[config.mk]
export PLATFORM = sky130hd
export DESIGN_NAME = eag_angle_core
export DESIGN_NICKNAME = d
export VERILOG_FILES = /design/src/rtl/eag_pkg.sv /design/src/rtl/eag_angle_core.sv
export SDC_FILE = /design/constraint.sdc
export NUM_CORES = 1
export LEC_CHECK = 0
export BUFFER_PORTS_ARGS = -buffer_cell sky130_fd_sc_hd__buf_2
export CAP_MARGIN = 20
export CORE_MARGIN = 1.5
export CORE_UTILIZATION = 25
export CTS_CLUSTER_DIAMETER = 30
export CTS_CLUSTER_SIZE = 12
export DETAILED_ROUTE_END_ITERATION = 10
export PLACE_DENSITY = 0.5
export RECOVER_POWER = 25
export SKIP_LAST_GASP = 1
export SYNTH_ARGS = -nofsm -noshare
export SYNTH_HDL_FRONTEND = slang
export SYNTH_SLANG_ARGS = --single-unit
[constraint.sdc]
create_clock -name sys_clk_in -period 10.5 [get_ports sys_clk_in]
set_input_delay 1.05 -clock sys_clk_in [delete_from_list [all_inputs] [get_ports sys_clk_in]]
set_output_delay 1.05 -clock sys_clk_in [all_outputs]
set_load 0.03 [all_outputs]
[src/rtl/eag_pkg.sv]
// Purpose: Shared types, constants and helpers of the Euler angle and gravity check core
// Assumes: Accelerations are signed with 1 g = ONE_G_DEF counts; angles are binary (2^16 = 360 deg)
// Notes:   CORDIC gain is removed with INV_K in Q15
package eag_pkg;
  localparam int ACC_W     = 16;
  localparam int ANG_W     = 16;
  localparam int CW        = 20;
  localparam int ITER_DEF  = 14;
  localparam int ONE_G_DEF = 4096;
  localparam int K_SHIFT   = 15;
  localparam logic [15:0]             INV_K     = 16'h4dba;
  localparam logic signed [ANG_W-1:0] ANG_ZERO  = 16'sh0000;
  localparam logic signed [ANG_W-1:0] ANG_HALF  = 16'sh8000;
  localparam logic signed [ANG_W-1:0] ANG_QUART = 16'sh4000;
  localparam logic signed [ANG_W-1:0] ANG_NQUART = 16'shc000;

  // Frame orientation choices: which unit axis is taken as the working frame
  typedef enum logic [1:0] {ORIENT_NATIVE, ORIENT_X_DOWN, ORIENT_Y_DOWN, ORIENT_FLIPPED} eag_orient_t;

  typedef struct packed {
    logic signed [ACC_W-1:0] x;
    logic signed [ACC_W-1:0] y;
    logic signed [ACC_W-1:0] z;
  } eag_accel_t;

  typedef struct packed {
    logic signed [CW-1:0] x;
    logic signed [CW-1:0] y;
    logic signed [CW-1:0] z;
  } eag_gvec_t;

  typedef struct packed {
    logic signed [ANG_W-1:0] pitch;
    logic signed [ANG_W-1:0] roll;
    logic                    rollover;
    logic                    quality_err;
    logic [CW-1:0]           grav_err;
  } eag_result_t;

  // Arctangent of 2^-i in binary angle units
  function automatic logic [ANG_W-1:0] atan_lut(input logic [3:0] i);
    case (i)
      4'h0: atan_lut = 16'h2000;
      4'h1: atan_lut = 16'h12e4;
      4'h2: atan_lut = 16'h09fb;
      4'h3: atan_lut = 16'h0511;
      4'h4: atan_lut = 16'h028b;
      4'h5: atan_lut = 16'h0146;
      4'h6: atan_lut = 16'h00a3;
      4'h7: atan_lut = 16'h0051;
      4'h8: atan_lut = 16'h0029;
      4'h9: atan_lut = 16'h0014;
      4'ha: atan_lut = 16'h000a;
      4'hb: atan_lut = 16'h0005;
      4'hc: atan_lut = 16'h0003;
      default: atan_lut = 16'h0001;
    endcase
  endfunction

  // Gravity is the negated measurement, then turned into the chosen frame
  function automatic eag_gvec_t grav_orient(input eag_accel_t a, input eag_orient_t o);
    eag_gvec_t g;
    eag_gvec_t r;
    g.x = -(CW'(a.x));
    g.y = -(CW'(a.y));
    g.z = -(CW'(a.z));
    case (o)
      ORIENT_X_DOWN:  r = '{x: -g.z, y: g.y, z: g.x};
      ORIENT_Y_DOWN:  r = '{x: g.x, y: -g.z, z: g.y};
      ORIENT_FLIPPED: r = '{x: -g.x, y: g.y, z: -g.z};
      default:        r = g;
    endcase
    return r;
  endfunction
endpackage

[src/rtl/eag_angle_core.sv]
// Purpose: Euler pitch/roll, roll-over flag and gravity error check from one accelerometer sample
// Assumes: Samples and configuration come from logic on sys_clk_in; one sample in flight at a time
// Notes:   One iterative CORDIC serves roll, then pitch; fixed latency of 2*ITER+1 cycles
// Operation
// Gravity is the negated measurement and pitch is atan2(-gx, sqrt(gy^2+gz^2)) held within +/-90 deg.
// Roll is atan2(gy, gz) over the full +/-180 deg range.
// Roll comes from one shared datapath usable for both rotation angle types.
// The roll-over flag is set when the roll magnitude is strictly above 90 deg.
// With gy and gz both zero roll may be anything, but the result still arrives on time.
// No yaw is produced; only pitch and roll leave the block.
// The gravity error is the absolute difference between 1 g and the gravity vector length.
// The quality error is set only when the gravity error is strictly above the set maximum.
// The configuring side sets the maximum error above expected external accelerations.
// The working frame orientation is selectable so gimbal lock can be moved out of range.
// Each accepted sample yields pitch, roll, flag and error together with one valid pulse.
// Pitch and roll share one signed binary angle format of ANG_W bits.
module eag_angle_core import eag_pkg::*; #(
  parameter int ITER  = ITER_DEF,
  parameter int ONE_G = ONE_G_DEF
) (
  input  wire logic        sys_clk_in,
  input  wire logic        resetn_in,
  input  wire eag_accel_t  sample_in,
  input  wire logic        sample_valid_in,
  input  wire eag_orient_t orient_in,
  input  wire logic [CW-1:0] max_err_in,
  output logic             sample_ready_out,
  output eag_result_t      result_out,
  output logic             result_valid_out
);
  localparam int IW      = $clog2(ITER + 1);
  localparam int LAT_CYC = 2 * ITER + 1;
  localparam int OBS_CYC = LAT_CYC + 1;  // Valid launched at edge LAT_CYC is sampled high one edge later
  localparam logic [IW-1:0] ITER_LAST = IW'(ITER - 1);
  localparam logic signed [CW-1:0] ONE_G_V = CW'(ONE_G);

  typedef enum logic [1:0] {ST_IDLE, ST_ROLL, ST_PITCH, ST_FINISH} eag_state_t;

  eag_state_t              state_r;
  logic [IW-1:0]           iter_r;
  logic signed [CW-1:0]    cx_r;
  logic signed [CW-1:0]    cy_r;
  logic [ANG_W-1:0]        cz_r;
  logic signed [ANG_W-1:0] roll_r;
  logic signed [ANG_W-1:0] pitch_r;
  logic [CW-1:0]           max_lat_r;
  logic signed [CW-1:0]    mag_r;
  eag_gvec_t               gvec_r;
  eag_gvec_t               g_in;
  logic signed [CW-1:0]    cx_nxt;
  logic signed [CW-1:0]    cy_nxt;
  logic [ANG_W-1:0]        cz_nxt;
  logic                    accept;
  logic                    last_iter;
  logic signed [CW-1:0]    err_abs;

  // Removes the CORDIC gain; the vector length is never negative
  function automatic logic signed [CW-1:0] gain_fix(input logic signed [CW-1:0] v);
    logic [CW+15:0] p;
    p = {16'h0000, v} * {{CW{1'b0}}, INV_K};
    return CW'(p >> K_SHIFT);
  endfunction

  assign g_in      = grav_orient(sample_in, orient_in);
  assign accept    = (state_r == ST_IDLE) && sample_valid_in;
  assign last_iter = (iter_r == ITER_LAST);

  // One vectoring step drives y toward zero and accumulates the angle
  always_comb begin
    if (cy_r >= 0) begin
      cx_nxt = cx_r + (cy_r >>> iter_r);
      cy_nxt = cy_r - (cx_r >>> iter_r);
      cz_nxt = cz_r + atan_lut(4'(iter_r));
    end else begin
      cx_nxt = cx_r - (cy_r >>> iter_r);
      cy_nxt = cy_r + (cx_r >>> iter_r);
      cz_nxt = cz_r - atan_lut(4'(iter_r));
    end
  end

  // Sequencing: roll pass, pitch pass, then one cycle to publish
  always_ff @(posedge sys_clk_in) begin
    if (!resetn_in) begin
      state_r <= ST_IDLE;
    end else begin
      case (state_r)
        ST_IDLE:   if (accept) state_r <= ST_ROLL;
        ST_ROLL:   if (last_iter) state_r <= ST_PITCH;
        ST_PITCH:  if (last_iter) state_r <= ST_FINISH;
        ST_FINISH: state_r <= ST_IDLE;
        default:   state_r <= ST_IDLE;
      endcase
    end
  end

  // Iteration counter, restarted for each pass
  always_ff @(posedge sys_clk_in) begin
    if (!resetn_in || state_r == ST_IDLE || state_r == ST_FINISH) begin
      iter_r <= '0;
    end else begin
      iter_r <= last_iter ? '0 : iter_r + 1'b1;
    end
  end

  // Shared CORDIC engine; roll first so its vector length feeds the pitch pass
  always_ff @(posedge sys_clk_in) begin
    if (!resetn_in) begin
      cx_r      <= '0;
      cy_r      <= '0;
      cz_r      <= '0;
      gvec_r    <= '0;
      max_lat_r <= '0;
      roll_r    <= ANG_ZERO;
      pitch_r   <= ANG_ZERO;
      mag_r     <= '0;
    end else begin
      case (state_r)
        ST_IDLE: if (accept) begin
          gvec_r    <= g_in;
          max_lat_r <= max_err_in;  // Latched so a config change mid-sample cannot split a result
          // Half-plane fold: a negative z leg starts at 180 deg for full roll range
          cx_r <= (g_in.z < 0) ? -g_in.z : g_in.z;
          cy_r <= (g_in.z < 0) ? -g_in.y : g_in.y;
          cz_r <= (g_in.z < 0) ? ANG_HALF : ANG_ZERO;
        end
        ST_ROLL: begin
          if (last_iter) begin
            roll_r <= cz_nxt;
            cx_r   <= gain_fix(cx_nxt);  // sqrt(gy^2+gz^2), never negative
            cy_r   <= -gvec_r.x;
            cz_r   <= ANG_ZERO;
          end else begin
            cx_r <= cx_nxt;
            cy_r <= cy_nxt;
            cz_r <= cz_nxt;
          end
        end
        ST_PITCH: begin
          if (last_iter) begin
            pitch_r <= cz_nxt;
            mag_r   <= gain_fix(cx_nxt);  // Full gravity length
          end else begin
            cx_r <= cx_nxt;
            cy_r <= cy_nxt;
            cz_r <= cz_nxt;
          end
        end
        default: ;
      endcase
    end
  end

  assign err_abs = (mag_r > ONE_G_V) ? (mag_r - ONE_G_V) : (ONE_G_V - mag_r);

  // Publish all results together with one valid pulse; no yaw output exists
  always_ff @(posedge sys_clk_in) begin
    if (!resetn_in) begin
      result_out       <= '0;
      result_valid_out <= 1'b0;
    end else begin
      result_valid_out <= (state_r == ST_FINISH);
      if (state_r == ST_FINISH) begin
        // CORDIC can overshoot by a few LSB near the poles, so pitch is clamped
        if (pitch_r > ANG_QUART) result_out.pitch <= ANG_QUART;
        else if (pitch_r < ANG_NQUART) result_out.pitch <= ANG_NQUART;
        else result_out.pitch <= pitch_r;
        result_out.roll        <= roll_r;
        result_out.rollover    <= (roll_r > ANG_QUART) || (roll_r < ANG_NQUART);
        result_out.grav_err    <= err_abs;
        result_out.quality_err <= (err_abs > max_lat_r);
      end
    end
  end

  // Ready only while idle; drops on the accepting edge
  always_ff @(posedge sys_clk_in) begin
    if (!resetn_in) begin
      sample_ready_out <= 1'b0;
    end else begin
      sample_ready_out <= (state_r == ST_IDLE) ? !sample_valid_in : (state_r == ST_FINISH);
    end
  end
endmodule

# After elaboration in Yosys (flattened, before gate mapping)
# Memories as Yosys holds them, arrays and structs flattened. A register that Yosys moved wholly into a read port is not among the register bits.
# Index checks and enable logic that the tools add are counted.
[totals] register_bits=210 romBits=448 input_bits=73 out_inout_bits=56 wordCells=103 memories=2
[memory_table] name="(no name shown)" words=16 width=14 read_ports=1 rd_clocked_by_memory_dff=1 write_ports=0 line="eag_pkg.sv:42" text="case (i)"
[memory_table] name="(no name shown)" words=16 width=14 read_ports=1 rd_clocked_by_memory_dff=1 write_ports=0 line="eag_pkg.sv:42"
[classes] n_addsub=17 n_mul=1 order_cmp=8 eq_ne=11 shift=2 muxes=31 n_reduce_logical=14
[op_table] op="2-to-1 mux 20 bit" n=11
[op_table] op="case mux 60 bit (3 select lines)" n=1
[op_table] op="2-to-1 mux 16 bit" n=9
[op_table] op="case mux 20 bit (3 select lines)" n=2
[op_table] op="negator 20 bit" n=5
[op_table] op="negator 16 -> 20 bit" n=3
[op_table] op="case mux 16 bit (3 select lines)" n=1
[op_table] op="adder 20 bit" n=2
[op_table] op=">>> shifter 20 x 4 -> 20 bit" n=2
[op_table] op="subtractor 20 bit" n=2
[op_table] op="multiplier 20 x 14 -> 34 bit, second input constant" n=1
[op_table] op="greater-than comparator 16 bit, second input constant" n=2
[op_table] op="less-than comparator 16 x 15 -> 1 bit, second input constant" n=2
[op_table] op=">= comparator 20 x 1 -> 1 bit, second input constant" n=1
[op_table] op="greater-than comparator 20 x 14 -> 1 bit, second input constant" n=1
[op_table] op="greater-than comparator 20 bit" n=1
[op_table] op="less-than comparator 20 x 1 -> 1 bit, second input constant" n=1
[op_table] op="subtractor 14 x 20 -> 20 bit, first input constant" n=1
[op_table] op="subtractor 20 x 14 -> 20 bit, second input constant" n=1
[op_table] op="adder 16 bit" n=1
[op_table] op="subtractor 16 bit" n=1
[op_table] op="== test 2 bit, second input constant" n=4
[op_table] op="2-to-1 mux 4 bit" n=2
[op_table] op="inequality test 2 bit, second input constant" n=4
[op_table] op="other kinds (14)" n=23

# Logic depth before layout (Yosys ltp)
[depth] ltp_word=7 mapped_depth=43 depth_no_buf=38

# Worst setup path before layout
# OpenSTA, ideal clock, no wires.
[synth_path] kind="register -> register" startpoint="register iter_r[0]" endpoint="register cx_r[19]" setup_ns=0.074 arrival_time_ns=10.022 required_time_ns=10.426 setup_slack_ns=0.404 stages_incl_launch_ff=41 period_less_slack_ns=10.096 cell_sequence="dfxtp_1 > buf_2 > buf_2 > buf_2 > clkbuf_1 > mux2i_1 > o21ai_0 > mux2_2 > nor2_1 > nand3_1 > or2_2 > o21ai_0 > xor2_1 > nor2_1 > ha_1 > clkbuf_1 > a21o_1 > a21oi_1 > (+5 left out) > inv_1 > ha_1 > fa_1 > fa_1 > fa_1 > fa_1 > ha_1 > ha_1 > nand4_1 > a21oi_1 > a221o_1 > a21o_1 > a31o_2 > o311ai_0 > a31oi_1 > xnor2_1 > or3_1 > a31oi_1"
[synth_via] elab_chain_len=6 word_cells_on_any_way=11 classes_between="add/sub (2); mul (1); eq/ne (2); shift (1); mux (4); reduce/logical (1)"
[synth_lines] element="start, declared" line="eag_angle_core.sv:40" text="logic [IW-1:0] iter_r;"
[synth_lines] element="start signal, assigned" line="eag_angle_core.sv:101" text="iter_r <= last_iter ? '0 : iter_r + 1'b1;"
[synth_lines] element=">>> shifter 20 x 4 -> 20 bit" line="eag_angle_core.sv:71, eag_angle_core.sv:75"
[synth_lines] element="subtractor 20 bit / adder 20 bit (equally long branches)" line="eag_angle_core.sv:75, eag_angle_core.sv:71"
[synth_lines] element="2-to-1 mux 20 bit" line="eag_angle_core.sv:70" text="if (cy_r >= 0) begin"
[synth_lines] element="multiplier 20 x 14 -> 34 bit" line="eag_angle_core.sv:60" text="p = {16'h0000, v} * {{CW{1'b0}}, INV_K};"
[synth_lines] element="2-to-1 mux 20 bit" line="eag_angle_core.sv:127" text="if (last_iter) begin"
[synth_lines] element="case mux 20 bit (3 select lines)" line="eag_angle_core.sv:117" text="case (state_r)"
[synth_lines] element="end signal, assigned" line="eag_angle_core.sv:122" text="cx_r <= (g_in.z < 0) ? -g_in.z : g_in.z;"
[synth_lines] element="end signal, assigned" line="eag_angle_core.sv:129" text="cx_r <= gain_fix(cx_nxt);"
[synth_lines] element="end signal, assigned" line="eag_angle_core.sv:133" text="cx_r <= cx_nxt;"
[synth_lines] element="end, declared" line="eag_angle_core.sv:41" text="logic signed [CW-1:0] cx_r;"
# Parallel ways exist; a longest one is shown, timed or not. The select of a mux whose other input is x is not followed.
# A chain may end at the register's enable or synchronous reset.

# Final worst setup path
[layout_path] startpoint="register iter_r[0]" endpoint="register cx_r[9]"
# The elaborated chain is that of the path after synthesis.

==> flow_summary.yaml <==
timing:
  period_minus_slack_ps: 10050
  fin_skew_ps: 73.7
  fin_tns_setup_ps: 0
  finalSetupViolations: 0
  max_freq_ghz: 0.0995
  final_hold_viol_count: 0
  worstMarginPinSlew_ps: 2870
  slew_headroom_pct: -91.3
  report.final.slew_viol_count: 154
  fin_crit_sh_pct: 95.7
clocking:
  numCtsBuffers: 56
  clk-insertion-delay-late_ps: 630
  cts_sinks: 224
  hold_buffers: 0
  cts_tree: "done"
  cts.reportedPaths.clkPinSlew_ps: 50
  cts_buffer_depth: 3
  cts_root_buf: "clkbuf_16"
  htreeDepth: 2
synth:
  netlist_instances: 3071
  syn_area_mm2: 0.0246
  synth-edff-count: 0
  yosysTopAreaCellShare_pct: 18.2
  synth_top_area_cell: "dfxtp_1"
  synth_cell_type_count: 90
  async_flop_share_pct: 0
  synth_flop_cell: "dfxtp_1"
  synth.most_common_cell: "inv_1"
  ys_warn_count: 0
  synthTopCellsByCount: "inv_1, nand2_1, nor2_1, ha_1, dfxtp_1"
  synth_nets: 3478
  yosysSeqAreaShare_pct: 18.2
  ys_seq_elements: 224
  synth.area.top_cells: "dfxtp_1, ha_1, fa_1"
  avgSynthCellArea_um2: 8.02
die:
  fp.dieW_um: 317
  fp-row-count: 114
  io_pins: 129
  placeableCoreArea_mm2: 0.0971
  dieArea_mm2: 0.100
  die_h_um: 317
  start_util_pct: 25.4
drt:
  drtPass1Iterations: 5
  post_drt_via_cell_ratio: 5.05
  wl_um: 84100
  drc: 0
  vias: 22800
  wl_per_cell_um: 18.6
  drt_iter0_drc: 1679
  antenna_left: 0
setup_path:
  critical_path.endpoint: "cx_r[9]$_SDFFE_PN0P_"
  cp.arrival_ps: 10480
  cp_slowest_stage_delay_ps: 550
  crit_required_ps: 10930
  start_kind: "flop"
  crit_slowest_cell: "fa_1"
  endpoint_kind: "flop"
  reg2reg_to: "cx_r[9]$_SDFFE_PN0P_"
  reg2regPathDepth: 40
  r2r_slack_ps: 450
  cp_max_fo: 11
  timing.rr.start: "iter_r[0]$_SDFF_PP0_"
  startpoint: "iter_r[0]$_SDFF_PP0_"
  worstSetupPathType: "flop to flop"
flow_run:
  cap_viol_max_count: 3
grt:
  first_global_vias: 22100
  overflow: 0
  antenna_found_initial: 2
  grt_pass1_wl_um: 130000
  grt_use_total_pct: 16.4
  grt_max_degree: 62
run_status:
  status: "finished, violations left"
  violations: "max-capacitance violations, max-slew violations"
cells_and_area:
  design_area_mm2: 0.0291
  final_cells: 4514
  layout-drive-gt1-share_pct: 13.4
  fin_nets: 3596
  areaGrowthSynthToFinish_pct: 18.1
placement:
  portBuffers: 128
  gp_congestion: 0.904
  dp_hpwl_um: 66700
  numPlacedInstances: 4403
  place_area_mm2: 0.0269
worst_hold_path:
  hold_class: "flop to flop"
cell families after synthesis:
group                      synth area share, %
and+or+nand+nor                           18.6
AOI/OAI and AO/OA                         19.0
buffers and inverters                     7.05
adders and majority gates                 20.3
xor gates and xnor gates                  8.31
DFF                                       18.2
muxes                                     8.48
layout by cell type (no fill, tap or decap), types with 28 or more instances in the layout:
cell type	Yosys	final
a211oi_1	44	44
a21o_1	47	47
a21oi_1	194	190
a22oi_1	30	30
a31oi_1	34	33
and2_1	29	28
buf_2	8	105
buf_4	0	79
clkbuf_1	123	29
clkbuf_16	0	56
dfxtp_1	224	221
fa_1	108	108
ha_1	226	225
inv_1	306	305
mux2_2	33	33
mux2i_1	59	58
mux4_2	50	50
nand2_1	300	300
nand3_1	56	56
nor2_1	275	275
nor3_1	89	88
nor4_1	35	35
o211ai_1	32	32
o21ai_0	122	121
or3_1	30	30
xnor2_1	141	139
xor2_1	90	89
timing repair:
item	4_1_cts	5_1_grt
resized for setup	0	19
endpoints found under the setup margin	0	20
buffers inserted	0	4
how the worst min path moves through the flow:
stage | slack [ps] | from | end | cells after the start
2_1_floorplan | 440 | cz_r[12]$_SDFFE_PN0P_ | cz_r[12]$_SDFFE_PN0P_ | 2
3_3_place_gp | 440 | max_lat_r[5]$_SDFFE_PN0P_ | max_lat_r[5]$_SDFFE_PN0P_ | 2
3_5_place_dp | 450 | max_lat_r[15]$_SDFFE_PN0P_ | max_lat_r[15]$_SDFFE_PN0P_ | 2
4_1_cts | 460 | max_lat_r[13]$_SDFFE_PN0P_ | max_lat_r[13]$_SDFFE_PN0P_ | 2
5_1_grt | 470 | max_lat_r[9]$_SDFFE_PN0P_ | max_lat_r[9]$_SDFFE_PN0P_ | 2
6_report | 450 | max_lat_r[1]$_SDFFE_PN0P_ | max_lat_r[1]$_SDFFE_PN0P_ | 2
flip-flops by register name, summed over array words and instances, names as in the netlist, named ones only:
register / count
mag_r: 20
sample_ready_out: 1
pitch_r: 16
cx_r: 20
result_valid_out: 1
roll_r: 16
max_lat_r: 20
iter_r: 4
cz_r: 16
gvec_r: 20
state_r: 2
result_out: 54
cy_r: 20
final cells by class:
class	count	area, µm²
repair buffers	211	1240
fillers	10400	68000
diodes	1	2.50
clock inverters	37	574
well taps	1276	1600
clock buffers	69	1540
multi-input cells	2387	18500
inverters	309	1160
flip-flops and latches	224	4490
per-layer routing:
metal,track usage (%),wire [µm],vias to the layer above
li1,-,-,11100
met1,22.8,40000,10900
met2,26.7,37800,679
met3,1.85,4100,120
met4,4.43,2190,0
met5,0,0,-
critical path, delay by kind of cell, from the launching register on:
family	cells	cell delay [ps]
AOI/OAI and AO/OA	15	3050
muxes	3	1140
buffers and inverters	6	550
xor gates and xnor gates	4	950
DFF	1	350
adders and majority gates	7	2940
and+or+nand+nor	5	950
per-stage QoR:
step / hold slack [ps] / worst slack (ps) / util [%]
final: 454 / 447 / 29.9
after global routing: 472 / -3.06 / 29.9
after CTS: 456 / 147 / 29.9
after detailed placement: 450 / 163 / 27.7
after global placement: 444 / 335 / 27.7
after floorplan: 436 / 404 / -
Power is not shown: default switching activity piles up to over one toggle a cycle in this logic, so the estimate is an artifact.
